## config.mk

```make
export PLATFORM = sky130hd
export DESIGN_NAME = nvmcsr_regs
export DESIGN_NICKNAME = d
export VERILOG_FILES = /design/src/core/nvmcsr_regs.v
export VERILOG_INCLUDE_DIRS = /design/src /design/src/core
export SDC_FILE = /design/constraint.sdc
export NUM_CORES = 1
export LEC_CHECK = 0
export BUFFER_PORTS_ARGS = -buffer_cell sky130_fd_sc_hd__buf_4
export CAP_MARGIN = 20
export CORE_UTILIZATION = 42
export CTS_BUF_LIST = sky130_fd_sc_hd__clkbuf_16
export DETAILED_ROUTE_END_ITERATION = 8
export HOLD_SLACK_MARGIN = 0.05
export PLACE_DENSITY = 0.77
export RECOVER_POWER = 25
export SLEW_MARGIN = 20
export SYNTH_ARGS = -nofsm -noshare
export SYNTH_HDL_FRONTEND = slang
export SYNTH_SLANG_ARGS = --single-unit
```

## constraint.sdc

```tcl
create_clock -name clk_i -period 1.7 [get_ports clk_i]
set_input_delay 0.255 -clock clk_i [delete_from_list [all_inputs] [get_ports clk_i]]
set_output_delay 0.255 -clock clk_i [all_outputs]
set_load 0.01 [all_outputs]
```

## src/core/nvmcsr_map.vh

```
// nvmcsr_map.vh: register map and field positions of the
// nonvolatile controller status and interrupt registers.
// assumes a word-indexed wishbone map, byte address = 4*index.
`ifndef NVMCSR_MAP_VH
`define NVMCSR_MAP_VH

// =====================================================
// register indices
`define NVMCSR_IDX_CTRL 4'h1
`define NVMCSR_IDX_STATUS 4'h2
`define NVMCSR_IDX_IRQ_EN 4'h3
`define NVMCSR_IDX_IRQ_FLAG 4'h4
`define NVMCSR_IDX_DATA_LO 4'h6
`define NVMCSR_IDX_DATA_HI 4'h7
`define NVMCSR_IDX_ADDR_LO 4'h8
`define NVMCSR_IDX_ADDR_HI 4'h9
`define NVMCSR_IDX_EVT 4'hA
`define NVMCSR_IDX_EVT_MASK 4'hB

// =====================================================
// field positions
`define NVMCSR_CTRL_LOCK_BIT 0
`define NVMCSR_ST_FLASH_BUSY_BIT 0
`define NVMCSR_ST_EE_BUSY_BIT 1
`define NVMCSR_ST_FAULT_BIT 2
`define NVMCSR_EEPROM_READY_IRQ_BIT 0
`define NVMCSR_EVT_READY_BIT 0
`define NVMCSR_EVT_FAULT_BIT 1
`define NVMCSR_EVT_DONE_BIT 2
`define NVMCSR_EVT_REFUSE_BIT 3

// =====================================================
// widths and reset values
`define NVMCSR_EVT_W 4
`define NVMCSR_RST_BYTE 8'h00
`define NVMCSR_RST_WORD 16'h0000
`define NVMCSR_RST_EVT 4'h0
`define NVMCSR_RST_DAT 32'h0000_0000

`endif

```

## src/core/nvmcsr_regs.v

```verilog
// nvmcsr_regs.v: status, write lock, interrupt, data and
// address registers of the nonvolatile memory controller.
// assumes a wishbone classic master, one clock, and an
// nvm engine reporting busy levels and completion pulses.
//
// Operation
// - once the lock bit is one, every write to the application section is refused.
// - the lock bit can only be written to one, and only reset clears it.
// - the write fault bit reads one after a write error, including a protected write.
// - the write fault bit reflects only the latest completed operation.
// - the eeprom busy bit reads one while the eeprom executes a command.
// - the flash busy bit reads one while the flash executes a command.
// - writing one to the ready enable bit enables the ready interrupt, zero disables.
// - the ready interrupt is a level, held while enabled and the flag is set.
// - writing one to the ready flag clears it, writing zero leaves it; here a clear only sticks while the eeprom is busy.
// - when enabled with the eeprom idle, the interrupt is requested at once and again.
// - the data word has a low byte at its offset and high byte at offset plus one, reset zero.
// - the data word supplies fuse write data and the debug port can load it.
// - the address word has a low byte at its offset and high byte at offset plus one, reset zero.
// - the address word holds the address of the last location an operation updated.
// - the ready flag is set when the eeprom becomes ready for a new write or erase.
`timescale 1ns/1ns
`include "nvmcsr_map.vh"

module nvmcsr_regs #(
  parameter EVT_W = `NVMCSR_EVT_W
) (
  input wire clk_i,
  input wire rst_i,
  // wishbone classic slave
  input wire wb_cyc_i,
  input wire wb_stb_i,
  input wire wb_we_i,
  input wire [7:0] wb_adr_i,
  input wire [3:0] wb_sel_i,
  input wire [31:0] wb_dat_i,
  output wire [31:0] wb_dat_o,
  output wire wb_ack_o,
  // nvm engine status
  input wire flash_busy_i,
  input wire eeprom_busy_i,
  input wire op_done_i,
  input wire op_fault_i,
  input wire [15:0] op_addr_i,
  // application section write requests
  input wire app_wr_req_i,
  output wire app_wr_grant_o,
  output wire app_wr_refused_o,
  output wire app_section_write_lock_o,
  // debug port load of the data word
  input wire dbg_data_we_i,
  input wire [15:0] dbg_data_i,
  // register values towards the nvm engine
  output wire [15:0] data_word_o,
  output wire [15:0] address_word_o,
  // interrupt line
  output wire irq_o
);

  // =====================================================
  // functions

  // true when the address hits the given index with address bits 7:6 zero; byte lanes are not checked
  function hit;
    input [7:0] adr;
    input [3:0] idx;
    begin
      hit = (adr[7:6] == 2'h0) && (adr[5:2] == idx);
    end
  endfunction

  // place a byte into the low lane of a bus word
  function [31:0] lane0;
    input [7:0] b;
    begin
      lane0 = {24'h00_0000, b};
    end
  endfunction

  // =====================================================
  // declarations
  reg ack_ff;
  reg [31:0] rdat_ff;
  reg [31:0] nxt_rdat;
  reg lock_ff;
  reg fault_ff;
  reg flash_busy_ff;
  reg ee_busy_ff;
  reg ee_ready_en_ff;
  reg ee_ready_flag_ff;
  reg [15:0] data_ff;
  reg [15:0] addr_ff;
  reg [EVT_W-1:0] evt_ff;
  reg [EVT_W-1:0] evt_mask_ff;
  reg [EVT_W-1:0] nxt_evt;
  reg grant_ff;
  reg refused_ff;
  reg irq_ff;
  reg nxt_fault;
  reg nxt_flag;
  reg nxt_irq;
  wire req;
  wire wr_go;
  wire rd_go;
  wire wr_lo;
  wire [7:0] wb_byte;
  wire refuse;
  wire grant;
  wire fault_done;

  // =====================================================
  // bus handshake

  // request seen while no answer is pending
  assign req = wb_cyc_i & wb_stb_i & ~ack_ff;

  // side effects land on the edge where ack is sampled
  assign wr_go = wb_cyc_i & wb_stb_i & ack_ff & wb_we_i;
  assign rd_go = wb_cyc_i & wb_stb_i & ack_ff & ~wb_we_i;

  // only byte lane 0 carries register bits
  assign wr_lo = wr_go & wb_sel_i[0];
  assign wb_byte = wb_dat_i[7:0];

  // ack one cycle after the request, dropped the cycle after
  always @(posedge clk_i) begin
    if (rst_i) begin
      ack_ff <= 1'b0;
    end else begin
      ack_ff <= req;
    end
  end

  // =====================================================
  // read mux, unmapped indices read zero

  always @* begin
    nxt_rdat = `NVMCSR_RST_DAT;
    if (wb_adr_i[7:6] == 2'h0) begin
      case (wb_adr_i[5:2])
        `NVMCSR_IDX_CTRL: begin
          nxt_rdat = lane0({7'h00, lock_ff});
        end
        `NVMCSR_IDX_STATUS: begin
          nxt_rdat = lane0({5'h00, fault_ff, ee_busy_ff, flash_busy_ff});
        end
        `NVMCSR_IDX_IRQ_EN: begin
          nxt_rdat = lane0({7'h00, ee_ready_en_ff});
        end
        `NVMCSR_IDX_IRQ_FLAG: begin
          nxt_rdat = lane0({7'h00, ee_ready_flag_ff});
        end
        `NVMCSR_IDX_DATA_LO: begin
          nxt_rdat = lane0(data_ff[7:0]);
        end
        `NVMCSR_IDX_DATA_HI: begin
          nxt_rdat = lane0(data_ff[15:8]);
        end
        `NVMCSR_IDX_ADDR_LO: begin
          nxt_rdat = lane0(addr_ff[7:0]);
        end
        `NVMCSR_IDX_ADDR_HI: begin
          nxt_rdat = lane0(addr_ff[15:8]);
        end
        `NVMCSR_IDX_EVT: begin
          nxt_rdat = {{(32-EVT_W){1'b0}}, evt_ff};
        end
        `NVMCSR_IDX_EVT_MASK: begin
          nxt_rdat = {{(32-EVT_W){1'b0}}, evt_mask_ff};
        end
        default: begin
          nxt_rdat = `NVMCSR_RST_DAT;
        end
      endcase
    end
  end

  // read data captured with the ack, held until next request
  always @(posedge clk_i) begin
    if (rst_i) begin
      rdat_ff <= `NVMCSR_RST_DAT;
    end else if (req) begin
      rdat_ff <= nxt_rdat;
    end
  end

  // =====================================================
  // application section write lock

  // set only, a written zero is ignored
  always @(posedge clk_i) begin
    if (rst_i) begin
      lock_ff <= 1'b0;
    end else if (wr_lo && hit(wb_adr_i, `NVMCSR_IDX_CTRL) && wb_byte[`NVMCSR_CTRL_LOCK_BIT]) begin
      lock_ff <= 1'b1;
    end
  end

  // gate application writes with the lock
  assign refuse = app_wr_req_i & lock_ff;
  assign grant = app_wr_req_i & ~lock_ff;

  // one cycle grant or refusal per request
  always @(posedge clk_i) begin
    if (rst_i) begin
      grant_ff <= 1'b0;
      refused_ff <= 1'b0;
    end else begin
      grant_ff <= grant;
      refused_ff <= refuse;
    end
  end

  // =====================================================
  // status bits

  // busy levels follow the engine, one cycle late
  always @(posedge clk_i) begin
    if (rst_i) begin
      flash_busy_ff <= 1'b0;
      ee_busy_ff <= 1'b0;
    end else begin
      flash_busy_ff <= flash_busy_i;
      ee_busy_ff <= eeprom_busy_i;
    end
  end

  // a refused write counts as a completed operation with error
  assign fault_done = op_done_i | refuse;

  // fault is rewritten by every completion, never accumulated
  always @* begin
    nxt_fault = fault_ff;
    if (fault_done) begin
      nxt_fault = refuse | op_fault_i;
    end
  end

  always @(posedge clk_i) begin
    if (rst_i) begin
      fault_ff <= 1'b0;
    end else begin
      fault_ff <= nxt_fault;
    end
  end

  // =====================================================
  // eeprom ready interrupt

  // enable bit, plain read and write
  always @(posedge clk_i) begin
    if (rst_i) begin
      ee_ready_en_ff <= 1'b0;
    end else if (wr_lo && hit(wb_adr_i, `NVMCSR_IDX_IRQ_EN)) begin
      ee_ready_en_ff <= wb_byte[`NVMCSR_EEPROM_READY_IRQ_BIT];
    end
  end

  // flag re-sets while the eeprom is idle, so the set wins
  // over a write one clear; a clear only sticks while busy
  always @* begin
    nxt_flag = ee_ready_flag_ff;
    if (wr_lo && hit(wb_adr_i, `NVMCSR_IDX_IRQ_FLAG) && wb_byte[`NVMCSR_EEPROM_READY_IRQ_BIT]) begin
      nxt_flag = 1'b0;
    end
    if (!eeprom_busy_i) begin
      nxt_flag = 1'b1;
    end
  end

  always @(posedge clk_i) begin
    if (rst_i) begin
      ee_ready_flag_ff <= 1'b0;
    end else begin
      ee_ready_flag_ff <= nxt_flag;
    end
  end

  // =====================================================
  // event status, cleared by read, set wins

  always @* begin
    nxt_evt = evt_ff;
    if (rd_go && hit(wb_adr_i, `NVMCSR_IDX_EVT)) begin
      nxt_evt = {EVT_W{1'b0}};
    end
    if (ee_busy_ff && !eeprom_busy_i) begin
      nxt_evt[`NVMCSR_EVT_READY_BIT] = 1'b1;
    end
    if (fault_done && nxt_fault) begin
      nxt_evt[`NVMCSR_EVT_FAULT_BIT] = 1'b1;
    end
    if (op_done_i) begin
      nxt_evt[`NVMCSR_EVT_DONE_BIT] = 1'b1;
    end
    if (refuse) begin
      nxt_evt[`NVMCSR_EVT_REFUSE_BIT] = 1'b1;
    end
  end

  always @(posedge clk_i) begin
    if (rst_i) begin
      evt_ff <= `NVMCSR_RST_EVT;
    end else begin
      evt_ff <= nxt_evt;
    end
  end

  // event mask, same layout
  always @(posedge clk_i) begin
    if (rst_i) begin
      evt_mask_ff <= `NVMCSR_RST_EVT;
    end else if (wr_lo && hit(wb_adr_i, `NVMCSR_IDX_EVT_MASK)) begin
      evt_mask_ff <= wb_byte[EVT_W-1:0];
    end
  end

  // =====================================================
  // interrupt output

  // computed from next state so the line is not a cycle stale
  always @* begin
    nxt_irq = (nxt_flag & ee_ready_en_ff) | (|(nxt_evt & evt_mask_ff));
    if (wr_lo && hit(wb_adr_i, `NVMCSR_IDX_IRQ_EN)) begin
      nxt_irq = (nxt_flag & wb_byte[`NVMCSR_EEPROM_READY_IRQ_BIT]) | (|(nxt_evt & evt_mask_ff));
    end
    if (wr_lo && hit(wb_adr_i, `NVMCSR_IDX_EVT_MASK)) begin
      nxt_irq = (nxt_flag & ee_ready_en_ff) | (|(nxt_evt & wb_byte[EVT_W-1:0]));
    end
  end

  always @(posedge clk_i) begin
    if (rst_i) begin
      irq_ff <= 1'b0;
    end else begin
      irq_ff <= nxt_irq;
    end
  end

  // =====================================================
  // data word

  // debug port load beats a bus write in the same cycle
  always @(posedge clk_i) begin
    if (rst_i) begin
      data_ff <= `NVMCSR_RST_WORD;
    end else if (dbg_data_we_i) begin
      data_ff <= dbg_data_i;
    end else if (wr_lo && hit(wb_adr_i, `NVMCSR_IDX_DATA_LO)) begin
      data_ff[7:0] <= wb_byte;
    end else if (wr_lo && hit(wb_adr_i, `NVMCSR_IDX_DATA_HI)) begin
      data_ff[15:8] <= wb_byte;
    end
  end

  // =====================================================
  // address word

  // a completing operation beats a bus write in the same cycle
  always @(posedge clk_i) begin
    if (rst_i) begin
      addr_ff <= `NVMCSR_RST_WORD;
    end else if (op_done_i) begin
      addr_ff <= op_addr_i;
    end else if (wr_lo && hit(wb_adr_i, `NVMCSR_IDX_ADDR_LO)) begin
      addr_ff[7:0] <= wb_byte;
    end else if (wr_lo && hit(wb_adr_i, `NVMCSR_IDX_ADDR_HI)) begin
      addr_ff[15:8] <= wb_byte;
    end
  end

  // =====================================================
  // outputs, all straight from flip-flops
  assign wb_ack_o = ack_ff;
  assign wb_dat_o = rdat_ff;
  assign app_wr_grant_o = grant_ff;
  assign app_wr_refused_o = refused_ff;
  assign app_section_write_lock_o = lock_ff;
  assign data_word_o = data_ff;
  assign address_word_o = addr_ff;
  assign irq_o = irq_ff;

endmodule

```

== Yosys cells after proc, flatten, opt, wreduce, memory -nomap -nowiden ==
Cells that the tools add are included.
Word-level totals
  register bits after elaboration: 82
  bits of input ports: 87
  output and inout bits: 69
  logic and storage cells: 101
Cells by class
  eq/ne operators: 12
  multiplexer cells: 20
  bitwise operators: 20
  reductions and logical operators: 32
Operators with widths (count)
  $pmux 8 s10: 1
  $mux 8: 7
  $mux 16: 2
  $logic_and 1x1->1: 22
  $eq 4x4->1 const B: 4
  $eq 4x3->1 const B: 3
  $and 1x1->1: 10
  $mux 1: 9
  $and 4x4->4: 2
  $eq 4x2->1 const B: 2
  $reduce_bool 2->1: 4
  $reduce_or 4->1: 2
  $or 1x1->1: 5
  $eq 4x1->1 const B: 1
  $mux 4: 1
  $ne 2x2->1 const B: 2
  $reduce_and 2->1: 2
  $not 1->1: 3
  $logic_not 2->1: 1
  $logic_not 1->1: 1

== Longest topological paths before layout ==
Gate-level depths: netlist of run 1.
  depth in word-level cells: 12
  mapped depth: 9
  gate-level depth less buffers: 6

== Worst setup path after synthesis of run 1 ==
OpenSTA, ideal clock, no wires.
  path kind: in2reg
  from: input wb_adr_i[6]
  to: register irq_ff (netlist: irq_o)
  setup time: 127 ps
  arrival: 1567 ps
  data required time: 1573 ps
  setup slack: 6 ps
  cell stages on the path: 6
  buffers on the path: 0
  cells stage by stage: and4bb_2 -> and3_2 -> nand4_2 -> a31o_2 -> a221oi_1 -> a31oi_1
On the way
  longest elaborated chain between the ends: 10
  elaborated cells on any way between the ends: 28
  those cells by class: mux: 9; bitwise: 7; reduce/logical: 12
RTL lines
  from (decl): line nvmcsr_regs.v:34  | input wire [7:0] wb_adr_i,
  $logic_not 2->1 (*): line nvmcsr_regs.v:68  | hit = (adr[7:6] == 2'h0) && (adr[5:2] == idx);
  $logic_and 1x1->1: line nvmcsr_regs.v:68
  $logic_and 1x1->1, on equally long branches: line nvmcsr_regs.v:284, nvmcsr_regs.v:263
  $mux 4 / $logic_and 1x1->1 (equally long branches): line nvmcsr_regs.v:284, nvmcsr_regs.v:263
  $mux 1, on equally long branches
  $and 4x4->4 / $mux 1 (equally long branches): line nvmcsr_regs.v:323, nvmcsr_regs.v:325, nvmcsr_regs.v:266
  $reduce_or 4->1 (tied with other cells): line nvmcsr_regs.v:323, nvmcsr_regs.v:325
  $or 1x1->1, on equally long branches: line nvmcsr_regs.v:323, nvmcsr_regs.v:325
  $mux 1: line nvmcsr_regs.v:324  | if (wr_lo && hit(wb_adr_i, `NVMCSR_IDX_IRQ_EN)) begin
  $mux 1 (*): line nvmcsr_regs.v:327  | if (wr_lo && hit(wb_adr_i, `NVMCSR_IDX_EVT_MASK)) begin
  to (signal assigned): line nvmcsr_regs.v:336  | irq_ff <= nxt_irq;
  to (decl): line nvmcsr_regs.v:98  | reg irq_ff;
Mark *: on every way between the ends. The rest lies on a longest branch, timed or not.
A chain may end at the register's enable or synchronous reset.

== Worst setup path after layout of run 1 ==
  from: input wb_adr_i[6]
  to: register data_ff[2] (netlist: data_word_o[2])
On the way
  longest elaborated chain between the ends: 4
RTL lines
  $logic_not 2->1: line nvmcsr_regs.v:68
  $logic_and 1x1->1: line nvmcsr_regs.v:68
  $logic_and 1x1->1: line nvmcsr_regs.v:349  | end else if (wr_lo && hit(wb_adr_i, `NVMCSR_IDX_DATA_LO)) begin
  $reduce_bool 2->1 (no source line)
  to (signal assigned): line nvmcsr_regs.v:346  | data_ff <= `NVMCSR_RST_WORD;
  to (signal assigned): line nvmcsr_regs.v:348  | data_ff <= dbg_data_i;
  to (signal assigned): line nvmcsr_regs.v:350  | data_ff[7:0] <= wb_byte;
  to (decl): line nvmcsr_regs.v:91  | reg [15:0] data_ff;
No other way between the ends.

==> metrics.txt, run 1 <==
run status complete, no violations; core box area 0.007253 mm²; TritonCTS Buffers 9; Setup crit end data_word_o[2]; Final Hold Fails 0; Net Switching 0.9311 mW; clock transition at the registers of the reported paths 50 ps; Die Span Y 88.82 µm; most frequent cells in the layout buf_4, dfxtp_1, nor2_1; final core occ 0.6046; post-route setup slack 114.2 ps; leading area contributor after synthesis dfxtp_1; Pint 2.954 mW; DP Worst Slack -207.8 ps; R2R Path Start wb_ack_o; Synth area leaders dfxtp_1, mux2i_1, mux2_2, buf_4, nor2_1; commonest non-fill, non-tap cell in the layout buf_4; Max Slew Vio Count 0; ys flop type dfxtp_1; die width 88.82 µm; Sw Ratio 0.2397; Post-Syn Area 0.003166 mm²; Routed WL 8.976 mm; postcts setup bufs 0; I/O Pins 156; Tcrit/Tclk final 0.9328; EDFF count, synth 0; post-synth top area share 0.3668; crit path DAT 1780 ps; worst r2r dst data_word_o[2]; CTS sink cnt 58; CTS tree built; Worst Path Required 1900 ps; max_cap viols 0; clk root buf clkbuf_16; DPL Wire Length 6.719 mm; Fin Clk Skew 5.588 ps; via count of the routed design 3035; register bit total from synthesis 58; Max Root-Sink Buffers 2; worst vdd ir 0.5774 mV; initial antenna violation count 0; vias per cell 5.179; CP max FO 5; Sequential Power Share 0.378; Filler Cells Inserted 650; Pwr per Cell Area 885.8 mW/mm²; Critical Path Source wb_adr_i[6]; count of cell types in the netlist 47; Leak Pwr 2.085 nW; drt wl/cell 15.32 µm; fin crit period 1586 ps; combinational power share 0.140; Detailed Routing Iterations Pass 1 4; Max Freq 0.6306 GHz; Mean Syn Cell Area 8.842 µm²; GR Util All Layers 0.2382; port buffer count 102; final setup fails 0; Slew headroom 0.3529; Placer Congestion 0.9213; worst hold path type in -> reg; Synth async-reset ratio 0; vias in the first global route 2816; Post-DRT Antenna Nets 0; RSZ-0062 raised after global routing no; slew at the pin closest to its max-slew limit 970.6 ps; crit start category primary input; initial cell density of the core 0.4364; Post-Synthesis Cells 358; full die area 0.007888 mm²; power share of the clock group 0.482; Syn-to-layout area delta 38.54%; Syn. warnings 0; sequential share of the synthesized area 0.3668; share of layout cells above drive strength 1 0.3326; 1st-iter DRT viols 191; Worst R2R Setup Slack 140 ps; crit end category flip-flop; WS Path Type in -> reg; Antenna diodes 0; FF-to-FF path depth 6; first-pass GRT wire length 13.91 mm; worst skew pair latency 330 ps; DRC Markers 0; fin nets 569; H-tree depth 3; grt ovf 0; largest net degree at the start of global routing 39; Rows 31
-- sequential cells by signal (all words and copies together), names as in the netlist --
name,cells
wb_ack_o,1
flash_busy_ff,1
data_word_o,16
ee_busy_ff,1
ee_ready_flag_ff,1
ee_ready_en_ff,1
irq_o,1
fault_ff,1
address_word_o,16
wb_dat_o,8
evt_ff,4
evt_mask_ff,4
app_section_write_lock_o,1
app_wr_refused_o,1
app_wr_grant_o,1
-- power groups by stage --
stage	combinational [mW]	clock [mW]	sequential, mW
floorplan	0.297	0	1.51
global placement	0.538	0	1.49
detailed placement	0.549	0	1.49
CTS	0.552	1.89	1.47
global route	0.600	1.94	1.47
finish	0.543	1.87	1.47
-- critical path, cell delays in order --
cell and delay, ps:
buf_4 110, and4bb_2 360, nand3_2 180, nor3_4 160
buf_4 180, mux2_2 330, mux2i_1 140, nor2_1 50
-- through the flow --
step	instances	power [mW]	area (µm²)	hold WS (ps)	setup TNS, ps
after floorplan	381	1.802	3252	339.0	0
after global placement	570	2.031	4139	449.2	-2268
after detailed placement	570	2.044	4139	456.0	-2785
after CTS	586	3.908	4448	122.4	0
after global routing	586	4.019	4385	126.5	0
final	586	3.885	4385	130.2	0
-- synthesized netlist by cell type (3+ instances only) --
| library cell | instances |
|---|---|
| mux2i_1 | 44 |
| inv_1 | 3 |
| a21oi_1 | 20 |
| a22o_1 | 3 |
| o21ai_0 | 4 |
| nor2_1 | 45 |
| o22ai_1 | 7 |
| dfxtp_1 | 58 |
| a211oi_1 | 7 |
| nand2_1 | 43 |
| nand3_1 | 3 |
| buf_4 | 25 |
| a22oi_1 | 6 |
| mux2_2 | 22 |
| buf_1 | 3 |
| nor2b_1 | 8 |
| buf_2 | 7 |
| clkbuf_1 | 9 |
-- how the worst min path moves through the flow --
stage / start / endpoint / slack [ps] / cells past startpoint
floorplan: rst_i / ee_ready_en_ff / 340 / 1
global placement: wb_dat_o[3] / wb_dat_o[3] / 450 / 2
detailed placement: wb_dat_o[1] / wb_dat_o[1] / 460 / 2
CTS: eeprom_busy_i / ee_ready_flag_ff / 120 / 2
global route: eeprom_busy_i / ee_ready_flag_ff / 130 / 2
finish: eeprom_busy_i / ee_ready_flag_ff / 130 / 2
-- routing by layer --
metal	track usage	share of wire	up-vias
met3	0.05317	0.077	13
met5	0	0	-
met2	0.3853	0.48	144
met4	0.08798	0.014	0
li1	-	-	1478
met1	0.3107	0.43	1400
-- repair_timing --
item,in CTS,in global routing
gates resized for setup,0,2
setup endpoints to repair,0,10
hold buffers,0,0
-- layout make-up --
| type | instances | area, µm² | area share |
|---|---|---|---|
| multi-input combinational | 276 | 1815 | 0.4140 |
| inverter | 3 | 11.26 | 0.002568 |
| clock buffer | 9 | 225.2 | 0.05136 |
| tap | 99 | 123.9 | 0.02825 |
| timing repair buffer | 134 | 963.4 | 0.2197 |
| sequential | 58 | 1162 | 0.2650 |
| clock inverter | 7 | 83.83 | 0.01912 |
-- cell families after synthesis --
kind of cell | count (synthesis) | share of synthesized area
DFF | 58 | 0.3668
buffers and inverters | 47 | 0.08814
muxes | 67 | 0.2209
other | 1 | 0.001185
AOI/OAI and AO/OA | 64 | 0.1344
and+or+nand+nor | 121 | 0.1885
Note: power is estimated with default switching activity, not from simulation.
==> run 2, diff against run 1 <==
--- a/config.mk
+++ b/config.mk
@@ -6,15 +6,15 @@
 export SDC_FILE = /design/constraint.sdc
 export NUM_CORES = 1
 export LEC_CHECK = 0
+export ABC_AREA = 1
 export BUFFER_PORTS_ARGS = -buffer_cell sky130_fd_sc_hd__buf_4
 export CAP_MARGIN = 20
-export CORE_UTILIZATION = 42
+export CORE_UTILIZATION = 41
 export CTS_BUF_LIST = sky130_fd_sc_hd__clkbuf_16
 export DETAILED_ROUTE_END_ITERATION = 8
 export HOLD_SLACK_MARGIN = 0.05
-export PLACE_DENSITY = 0.77
+export PLACE_DENSITY = 0.76
 export RECOVER_POWER = 25
-export SLEW_MARGIN = 20
 export SYNTH_ARGS = -nofsm -noshare
 export SYNTH_HDL_FRONTEND = slang
 export SYNTH_SLANG_ARGS = --single-unit
==> run 2 against run 1 <==
Clock skew shrank 1.6 ps. Largest power group unchanged. Cell area shrank 7.8%. Hold slack gained 2.2 ps. Count of clock-buffer cells in the layout is the same.
==> metrics.txt, run 2 <==
TritonCTS Buffers 9 (unchanged); RSZ-0062 raised after global routing no; Critical Path Source wb_ack_o; Rows 31 (unchanged); Pwr per Cell Area 909.0 mW/mm² (+2.6%); slowest cell on the critical path dfxtp_1; Synth async-reset ratio 0 (unchanged); Syn-to-layout area delta 32.61%; count of cell types in the netlist 36 (-23%); crit start category flip-flop; fin crit period 1559 ps (-26.73 ps); DPL Wire Length 6.770 mm (+0.76%); post-CTS sizing 0 (unchanged); Post-Synthesis Cells 436 (+22%); top cells by count, synth nand2_1, dfxtp_1, a21oi_1; Placer Congestion 0.8903 (-3.4%); Max Root-Sink Buffers 2 (unchanged); GR Util All Layers 0.2355 (-0.002623); worst vdd ir 0.6812 mV (+18%); worst hold path type in -> reg; Detailed Routing Iterations Pass 1 6 (+2); initial cell density of the core 0.4228 (-0.01361); post-route insts no fill 647 (+10%); fin nets 630 (+11%); Crit. path cell count 6 (-2); core box area 0.007214 mm² (-0.53%); largest net degree at the start of global routing 35 (-10%); setup TNS 0 ps (unchanged); first-pass GRT wire length 13.88 mm (-0.25%); CTS tree built; share of layout cells above drive strength 1 0.2299 (-0.1027); Tcrit/Tclk final 0.9171 (-0.01572); Post-Syn Area 0.003050 mm² (-3.6%); Leak Pwr 1.936 nW (-7.1%); register bit total from synthesis 58 (unchanged); CTS sink cnt 58 (unchanged); Syn. warnings 0 (unchanged); postcts setup bufs 0 (unchanged); drt wl/cell 13.80 µm (-9.9%); Top delay family on crit path compound AO/OA/AOI/OAI gates; H-tree depth 3 (unchanged); Antenna diodes 0 (unchanged); vias per cell 5.053 (-2.4%); Die Span Y 88.26 µm (-0.63%); worst r2r dst data_word_o[7]; most common cell in the netlist nand2_1; final setup fails 0 (unchanged); commonest non-fill, non-tap cell in the layout nand2_1; final core occ 0.5607 (-0.04392); clk root buf clkbuf_16; die width 88.26 µm (-0.63%); Mean Syn Cell Area 6.996 µm² (-21%); via count of the routed design 3269 (+7.7%); WS Path Type reg -> reg; clock transition at the registers of the reported paths 50 ps (about the same); worst skew pair latency 320 ps (about the same); initial antenna violation count 0 (unchanged); full die area 0.007789 mm² (-1.3%); slowest stage delay, CP 360 ps (about the same); Worst R2R Setup Slack 140 ps (about the same); run status complete, no violations; Max Slew Vio Count 0 (unchanged); DRC Markers 0 (unchanged); max_cap viols 0 (unchanged); leading area contributor after synthesis dfxtp_1; I/O Pins 156 (unchanged); grt ovf 0 (unchanged); crit path DAT 1800 ps (+20 ps); Post-DRT Antenna Nets 0 (unchanged); crit end category flip-flop; Synth area leaders dfxtp_1, nand2_1, buf_4, a21oi_1, a31oi_1; fin area 0.004045 mm² (-7.8%); worst hold path depth 2 (unchanged); most frequent cells in the layout nand2_1, buf_4, dfxtp_1; critical path buffer and inverter count 0 (-2); CP max FO 13 (+8); vias in the first global route 2957 (+5.0%); Filler Cells Inserted 726 (+12%); Routed WL 8.930 mm (-0.51%); Fin Clk Skew 4.006 ps (-1.581 ps); Setup crit end data_word_o[7]; total power 3.677 mW (-5.4%); Final Hold Fails 0 (unchanged); 1st-iter DRT viols 275 (+44%); Cells after DPL 631 (+11%); post-synth top area share 0.3806 (+0.01384); R2R Path Start wb_ack_o; CP cell instances nand3_1 -> nor2_4 -> nand2_4 -> o21ai_4 -> o21ai_0 -> a31oi_1; cts hold-fix bufs 0 (unchanged); FF-to-FF path depth 6 (unchanged); port buffer count 102 (unchanged); Worst Path Required 1950 ps (+50 ps); EDFF count, synth 0 (unchanged); Max Freq 0.6414 GHz (+1.7%); Post-Place Cell Area 0.003841 mm² (-7.2%); ys flop type dfxtp_1; sequential share of the synthesized area 0.3806 (+0.01384)
## run 2: worst reg2reg max path, stage by stage, from the launching register on
cell and delay [ps]:
dfxtp_1 360, nand3_1 150, nor2_4 180, nand2_4 140, o21ai_4 320, o21ai_0 160
a31oi_1 170
## run 2: routing by layer
| metal | track usage | part of all wire |
|---|---|---|
| met1 | 0.3243 | 0.45 |
| met2 | 0.3650 | 0.45 |
| met3 | 0.03545 | 0.080 |
| met4 | 0.1070 | 0.018 |
| met5 | 0 | 0 |
## run 2: report_power, final
| group | internal [mW] | total [mW] | switching (mW) |
|---|---|---|---|
| logic | 0.214 | 0.498 | 0.284 |
| registers | 1.42 | 1.47 | 0.0497 |
| clock network | 1.10 | 1.70 | 0.602 |
## run 2: per-stage QoR
step                      setup WS [ps]  hold WS [ps]
final                             140.9         132.4
after global routing              13.41         143.4
after CTS                         148.1         128.1
after detailed placement          161.1         459.5
after global placement            190.8         455.0
after floorplan                   271.0         350.9
## run 2: worst min path at each step
stage | from | to | slack, ps
2_1_floorplan | eeprom_busy_i | ee_ready_flag_ff | 350
3_3_place_gp | wb_dat_o[4] | wb_dat_o[4] | 460
3_5_place_dp | wb_dat_o[3] | wb_dat_o[3] | 460
4_1_cts | eeprom_busy_i | ee_ready_flag_ff | 130
5_1_grt | eeprom_busy_i | ee_ready_flag_ff | 140
6_report | eeprom_busy_i | ee_ready_flag_ff | 130
## run 2: final cells by class
class / count / area (µm²) / share of cell area
flip-flops and latches: 58 / 1161 / 0.2870
inverters: 40 / 162.7 / 0.04021
clock inverters: 7 / 53.80 / 0.01330
repair buffers: 109 / 743.2 / 0.1837
clock buffers: 9 / 225.2 / 0.05568
well taps: 99 / 123.9 / 0.03062
multi-input cells: 325 / 1575 / 0.3894
## run 2: cells by family after synthesis
| logic type | Yosys count | synth area share |
|---|---|---|
| compound gates | 97 | 0.1895 |
| flops | 58 | 0.3806 |
| other cells | 1 | 0.001229 |
| buf+inv | 76 | 0.1313 |
| simple gates | 204 | 0.2974 |
